==> config.mk <==
export PLATFORM = sky130hd
export DESIGN_NAME = window_matcher
export DESIGN_NICKNAME = d
export VERILOG_FILES = /design/src/window_matcher.v
export VERILOG_INCLUDE_DIRS = /design/src
export SDC_FILE = /design/constraint.sdc
export NUM_CORES = 1
export LEC_CHECK = 0
export ABC_AREA = 1
export ABC_CLOCK_PERIOD_IN_PS = 3400
export BUFFER_PORTS_ARGS = -buffer_cell sky130_fd_sc_hd__buf_2
export CORE_AREA = 2 2 221 223
export DETAILED_ROUTE_END_ITERATION = 10
export DIE_AREA = 0 0 223 225
export GPL_TIMING_DRIVEN = 0
export PLACE_DENSITY = 0.53
export SYNTH_ARGS = -nofsm -noshare
export SYNTH_HDL_FRONTEND = slang
export SYNTH_SLANG_ARGS = --single-unit
==> constraint.sdc <==
create_clock -name vclk -period 3.4
set_input_delay 0.17 -clock vclk [all_inputs]
set_output_delay 0.17 -clock vclk [all_outputs]
set_load 0.03 [all_outputs]
==> src/access_window_map.vh <==
/*
  Constants of the access window checker: register byte offsets, field
  positions, reset values and window geometry.
  Assumes inclusion by bare name from each design file that needs it.
*/
`ifndef ACCESS_WINDOW_MAP_VH
`define ACCESS_WINDOW_MAP_VH

// ----------------------------------------------------------------------
// Window geometry
// ----------------------------------------------------------------------
`define WIN_COUNT        8
`define WIN_ALIGN_BITS   6
`define WIN_LOW_ZERO     6'h00
`define WIN_LOW_ONES     6'h3F

// ----------------------------------------------------------------------
// Register byte offsets (low control page)
// ----------------------------------------------------------------------
`define REG_IRQ_STATUS   8'h00
`define REG_IRQ_MASK     8'h04
`define REG_FETCH_FADDR  8'h08
`define REG_LS_FADDR     8'h0C
`define REG_WIN_ENABLE   8'h10
`define REG_WIN_LEGAL    8'h14
`define REG_PLACE_STATUS 8'h18
`define REG_ICCM_START   8'h20
`define REG_ICCM_SIZE    8'h24
`define REG_TIGHTLY_COUPLED_DATA_MEMORY_START   8'h28
`define REG_TIGHTLY_COUPLED_DATA_MEMORY_SIZE    8'h2C
`define REG_PIC_START    8'h30
`define REG_PIC_SIZE     8'h34

// Window pages: address bits [7:6] pick the page, [5:3] the window,
// bit [2] base (0) or mask (1)
`define PAGE_CTRL        2'h0
`define PAGE_FETCH       2'h1
`define PAGE_LS          2'h2

// ----------------------------------------------------------------------
// Interrupt status bit positions
// ----------------------------------------------------------------------
`define IRQ_FETCH_FAULT  0
`define IRQ_LS_FAULT     1
`define IRQ_WIN_ILLEGAL  2
`define IRQ_PLACE_ERR    3
`define IRQ_BITS         4

// ----------------------------------------------------------------------
// Reset values
// ----------------------------------------------------------------------
`define RST_WIN_ENABLE   8'h00
`define RST_WIN_BASE     32'h0000_0000
`define RST_WIN_MASK     32'h0000_003F
`define RST_BLOCK_START  32'h0000_0000
`define RST_BLOCK_SIZE   10'h000
`define RST_IRQ_MASK     4'h0

// ----------------------------------------------------------------------
// Placement geometry
// ----------------------------------------------------------------------
`define REGION_SPAN_BITS 28
`define KB_SHIFT         10
`define BLOCK_COUNT      3

`endif

==> src/window_matcher.v <==
/*
  Eight address windows of one kind: legality of each base/mask pair and
  the match of one address against every legal enabled window.
  Assumes flat vectors of bases and masks, window i in bits [32i+31:32i].
*/
`timescale 1ns/1ns
`include "access_window_map.vh"

module window_matcher
(
  input  wire [7:0]   winEnable,   // One enable per window
  input  wire [255:0] winBase,     // Eight base addresses
  input  wire [255:0] winMask,     // Eight masks
  input  wire [31:0]  addr,        // Address under test
  output reg  [7:0]   winLegal,    // Pair i is a legal configuration
  output reg          anyEnabled,  // At least one legal enabled window
  output reg          anyHit       // Address lies in one of them
);

  // ----------------------------------------------------------------------
  // Legality of one base/mask pair
  // ----------------------------------------------------------------------
  function pairLegal;
    input [31:0] b;
    input [31:0] m;
    begin
      pairLegal = (b[`WIN_ALIGN_BITS-1:0] == `WIN_LOW_ZERO)
        && (m[`WIN_ALIGN_BITS-1:0] == `WIN_LOW_ONES)
        && (((m + 32'h0000_0001) & m) == 32'h0000_0000)
        && ((b & m) == 32'h0000_0000);
    end
  endfunction

  integer i;
  reg [31:0] b;   // Base of window under evaluation
  reg [31:0] m;   // Mask of window under evaluation

  // ----------------------------------------------------------------------
  // Evaluate all windows in parallel
  // ----------------------------------------------------------------------
  always @*
  begin
    b          = 32'h0000_0000;
    m          = 32'h0000_0000;
    winLegal   = 8'h00;
    anyEnabled = 1'b0;
    anyHit     = 1'b0;
    for (i = 0; i < `WIN_COUNT; i = i + 1)
    begin
      b           = winBase[i*32 +: 32];
      m           = winMask[i*32 +: 32];
      winLegal[i] = pairLegal(b, m);
      // Only a legal and enabled window takes part in matching
      if (winEnable[i] && winLegal[i])
      begin
        anyEnabled = 1'b1;
        if ((addr | m) == (b | m))
        begin
          anyHit = 1'b1;
        end
      end
    end
  end

endmodule // window_matcher

# Word level (Yosys, flattened, before mapping)
# Cells that the tools add are included.
# word_totals
reg_bits	0
in_bits	552
out_inout_bits	10
word_cells	136
# classes
addsub	8
n_eq_ne	16
n_mux	24
bitwise_logic	32
n_reduce_logical	56
# ops
cell	n
$and A32 B32 Y32	16
$logic_not A32 Y1	16
$or A32 B32 Y32	16
$add A32 B1 Y32 const B	8
$eq A32 B32 Y1	8
$eq A6 B6 Y1 const B	8
$logic_not A6 Y1	8
$logic_and A1 B1 Y1	32
$mux W1	24

# Longest topological paths before layout
# logic_depth
word_depth	21
depth_mapped	15
ltp_nobuf	15

# Worst setup path after synthesis
# No wires, ideal clock.
# synth_path
path_type	input to output
startpoint	in winMask[64]
endpoint	out winLegal[2]
arrival_time_ps	1928
required_ps	3230
slack_ps	1302
cell_stages	10
path_buffers	0
cell_sequence	nand2_1 nor2_1 nand2_1 nor2_2 nand2_1 nand2_1 nand2_1 nor2_1 nand2_1 nor4_1
# synth_between
elab_chain_cells	5
word_cells_on_any_way	9
classes_between	1 x add/sub; 1 x eq/ne; 2 x bitwise; 5 x reduce/logical
# synth_rtl
item	line_no	rtl
start: declaration	window_matcher.v:13	input wire [255:0] winMask,
$add A32 B1 Y32	window_matcher.v:29	&& (((m + 32'h0000_0001) & m) == 32'h0000_0000)
$and A32 B32 Y32	window_matcher.v:29	
$logic_not A32 Y1	window_matcher.v:29	
$logic_and A1 B1 Y1	window_matcher.v:27	pairLegal = (b[`WIN_ALIGN_BITS-1:0] == `WIN_LOW_ZERO)
$logic_and A1 B1 Y1 (*)	window_matcher.v:27	
end: declaration	window_matcher.v:15	output reg [7:0] winLegal,
# Every way passes the cells marked *; elsewhere a longest branch is shown, timed or not.

# Worst setup path in the final report
# layout_path
startpoint	in addr[17]
endpoint	out anyHit
# layout_between
elab_chain_cells	18
word_cells_on_any_way	32
classes_between	8 x eq/ne; 16 x mux; 8 x bitwise
# layout_rtl
item	line_no	rtl
start: declaration	window_matcher.v:14	input wire [31:0] addr,
$or A32 B32 Y32	window_matcher.v:57	if ((addr | m) == (b | m))
$eq A32 B32 Y1	window_matcher.v:57	
$mux W1	window_matcher.v:57	
$mux W1	window_matcher.v:54	if (winEnable[i] && winLegal[i])
$mux W1	window_matcher.v:57	
$mux W1	window_matcher.v:54	
$mux W1	window_matcher.v:57	
$mux W1	window_matcher.v:54	
[2 not listed]	n/a	
$mux W1	window_matcher.v:57	
$mux W1	window_matcher.v:54	
$mux W1	window_matcher.v:57	
$mux W1	window_matcher.v:54	
$mux W1	window_matcher.v:57	
$mux W1	window_matcher.v:54	
$mux W1	window_matcher.v:57	
$mux W1 (*)	window_matcher.v:54	
end: declaration	window_matcher.v:17	output reg anyHit
# Marked as above.

==> impl_metrics.toml <==
[detailed_routing]
drtIter0Drc = 2188
drt_wl_total_mm = 87.9
drtPass1Iterations = 6
drtAntennaViolNets = 0
drcViolationCount = 0
drt-wirelength-per-cell_um = 22.2
vias = 20600
via_per_inst = 5.19

[floorplanning]
die_h_um = 225
fp.dieW_um = 223
num_rows = 80
num_io_pins = 562
die_area_mm2 = 0.0502
core_area_mm2 = 0.0475
initial_core_util = 0.245

[global_route]
grt_pass1_wl_mm = 123
grt_max_degree = 11
track_usage = 0.335
overflow = 0
antenna_found_initial = 13
grt_pass1_vias = 18500

[timing]
setup_ws_ns = -0.0122
slew_headroom = 0.178
min_period_ns = 3.41
fmax_mhz = 293
fin_crit_sh = 1.00
hold_viol_final = 0
tightest_slew_ns = 1.23
setup_viol = 1
rsz0062_at_grt = "false"
slew_violations = 0

[cells_and_area]
nFlopsAndLatches = 0
seqCellArea_um2 = 0
syn_to_final_growth_pct = 30.8
nClkBuffers = 0
stdcell_count = 3964
drive_gt1_frac = 0.185
fin_nets = 3892

[job]
cap_violations = 0

[critical_path]
critPathKind = "input port to output pin"
endpoint_kind = "output pin"
critPathLaunchType = "input port"
required_ns = 3.23
worst_ep_arrival_time_ns = 3.24
crit_fanout = 11
critPathLaunch = "addr[17]"
crit_end = "anyHit"

[power_and_ir_drop]
p_int_uw = 566
ir_drop_mv = 0.0648
p_sw_frac = 0.684
clockPowerShare = 0
switchingPower_mw = 1.23
p_per_area_mw_per_mm2 = 118
p_seq_frac = 0
pwr-share-comb = 1.000
p_total_mw = 1.79
p_leak_nw = 8.19

[synthesis]
synth-simple-area-share = 0.731
seq_area_frac_synth = 0
yosys.area_share.adder = 0
netlist_area_mm2 = 0.0116
syn_area_per_cell_um2 = 4.18
synth_top_family_by_area = "simple AND/OR/NAND/NOR gates"
synth_compound_area_frac = 0.157
syn-num-nets = 3336
synth_xor_area_frac = 0.00601
netlist_instances = 2784
ys_warn_count = 0
synth_mux_area_frac = 0
ys_types = 26

[cts]
postCtsSetupRepairBufs = 0
hold_buffers = 0

[placed_design]
port_buffers = 555
place_inst = 3954
dp_hpwl_mm = 71.2
routabilityCongestion = 1.01

[outcome]
status = "complete, but fails checks"
violations = "negative setup slack"

[worst_hold_path]
min_path_type = "input port to output pin"
-- logic make-up after synthesis --
family	count (synthesis)
XOR/XNOR	8
AO/OA/AOI/OAI	363
AND/OR/NAND/NOR	2089
buffers and inverters	324
-- critical path, stage by stage --
cell and delay, ns:
buf_2 0.09, inv_1 0.59, clkbuf_1 0.97, o21ai_0 0.18
nand4_1 0.21, nor2_1 0.05, nand2_1 0.05, nor2_1 0.05
nand4_1 0.22, nand2_1 0.23, nor2_1 0.14, nand2_1 0.06
buf_2 0.19
-- cells in the mapped netlist (7+ instances only) --
cell / count / share of area
nand2_2: 11 / 0.0059
nor2_1: 603 / 0.19
nor4_1: 7 / 0.0038
and2_1: 9 / 0.0048
nor2_2: 17 / 0.0091
nor3_1: 17 / 0.0073
nor2_4: 8 / 0.0077
nand3_1: 115 / 0.049
nand2_1: 1172 / 0.38
nand3b_1: 8 / 0.0052
buf_2: 12 / 0.0052
nand4_1: 120 / 0.064
clkbuf_1: 25 / 0.0081
o21ai_0: 207 / 0.089
inv_1: 286 / 0.092
a21oi_1: 146 / 0.063
xnor2_1: 7 / 0.0053
-- final cells by class --
cell class / count / area, um2
antenna: 11 / 27.5
buffer: 37 / 165
fill: 5834 / 32300
inverter: 286 / 1080
multi-input combinational: 2460 / 10400
tap: 615 / 769
timing repair buffer: 555 / 2780
-- cell usage in the layout, fill, tap and decap left out --
cell,n
xor2_1,1
a21o_1,1
clkbuf_2,9
a21oi_1,146
clkinvlp_4,1
clkbuf_1,15
o2111ai_1,2
o21ai_1,5
a21boi_0,1
nand3b_1,8
diode_2,11
o21ai_2,1
inv_1,285
nor4_1,7
nor2_2,17
buf_1,1
nor3_1,17
nand2_1,1172
o21ai_0,207
buf_2,567
nand3_2,1
and2_1,9
nor2_1,603
nor2_4,8
nand3_1,115
xnor2_1,7
or2_2,1
nand2_2,11
nand4_1,120
-- per-stage QoR --
step                      worst slack, ns  hold slack, ns  utilization  area (um2)  TNS [ns]
after floorplan                      1.30           0.576            -       11600         0
after CTS                         0.00178           0.835        0.320       15200         0
final                             -0.0122           0.840        0.320       15200   -0.0122
after detailed placement           -0.164           0.834        0.320       15200    -0.164
after global placement             -0.172           0.836        0.320       15200    -0.172
after global routing               0.0240           0.863        0.320       15200         0
-- layer usage --
metal  up-vias  global-route usage  share of wire
met5         -                   0        0.00043
met4         6               0.152          0.054
met3       207              0.0621           0.10
met2      1249               0.552           0.45
met1      9125               0.424           0.39
li1       9979                   -              -
-- worst min path at each step --
stage | start | to | slack (ns) | cells after the start
2_1_floorplan | winMask[191] | winLegal[5] | 0.58 | 3
3_3_place_gp | winMask[157] | winLegal[4] | 0.84 | 5
3_5_place_dp | winMask[191] | winLegal[5] | 0.83 | 5
4_1_cts | winMask[191] | winLegal[5] | 0.84 | 5
5_1_grt | winMask[191] | winLegal[5] | 0.86 | 5
6_report | winMask[157] | winLegal[4] | 0.84 | 5
-- power groups by stage --
stage                      clock [mW]  combinational [mW]  sequential (mW)
after CTS                           0                1.75                0
after floorplan                     0               0.740                0
final                     0.000000100                1.79                0
after global routing      0.000000315                1.95                0
after global placement              0                1.74                0
after detailed placement            0                1.74                0
-- what timing repair did --
item	4_1_cts	5_1_grt
setup endpoints to repair	1	1
hold endpoints to repair	0	0
resized for setup	3	19
pin swaps	0	0
Power figures use the tool's default switching activity.
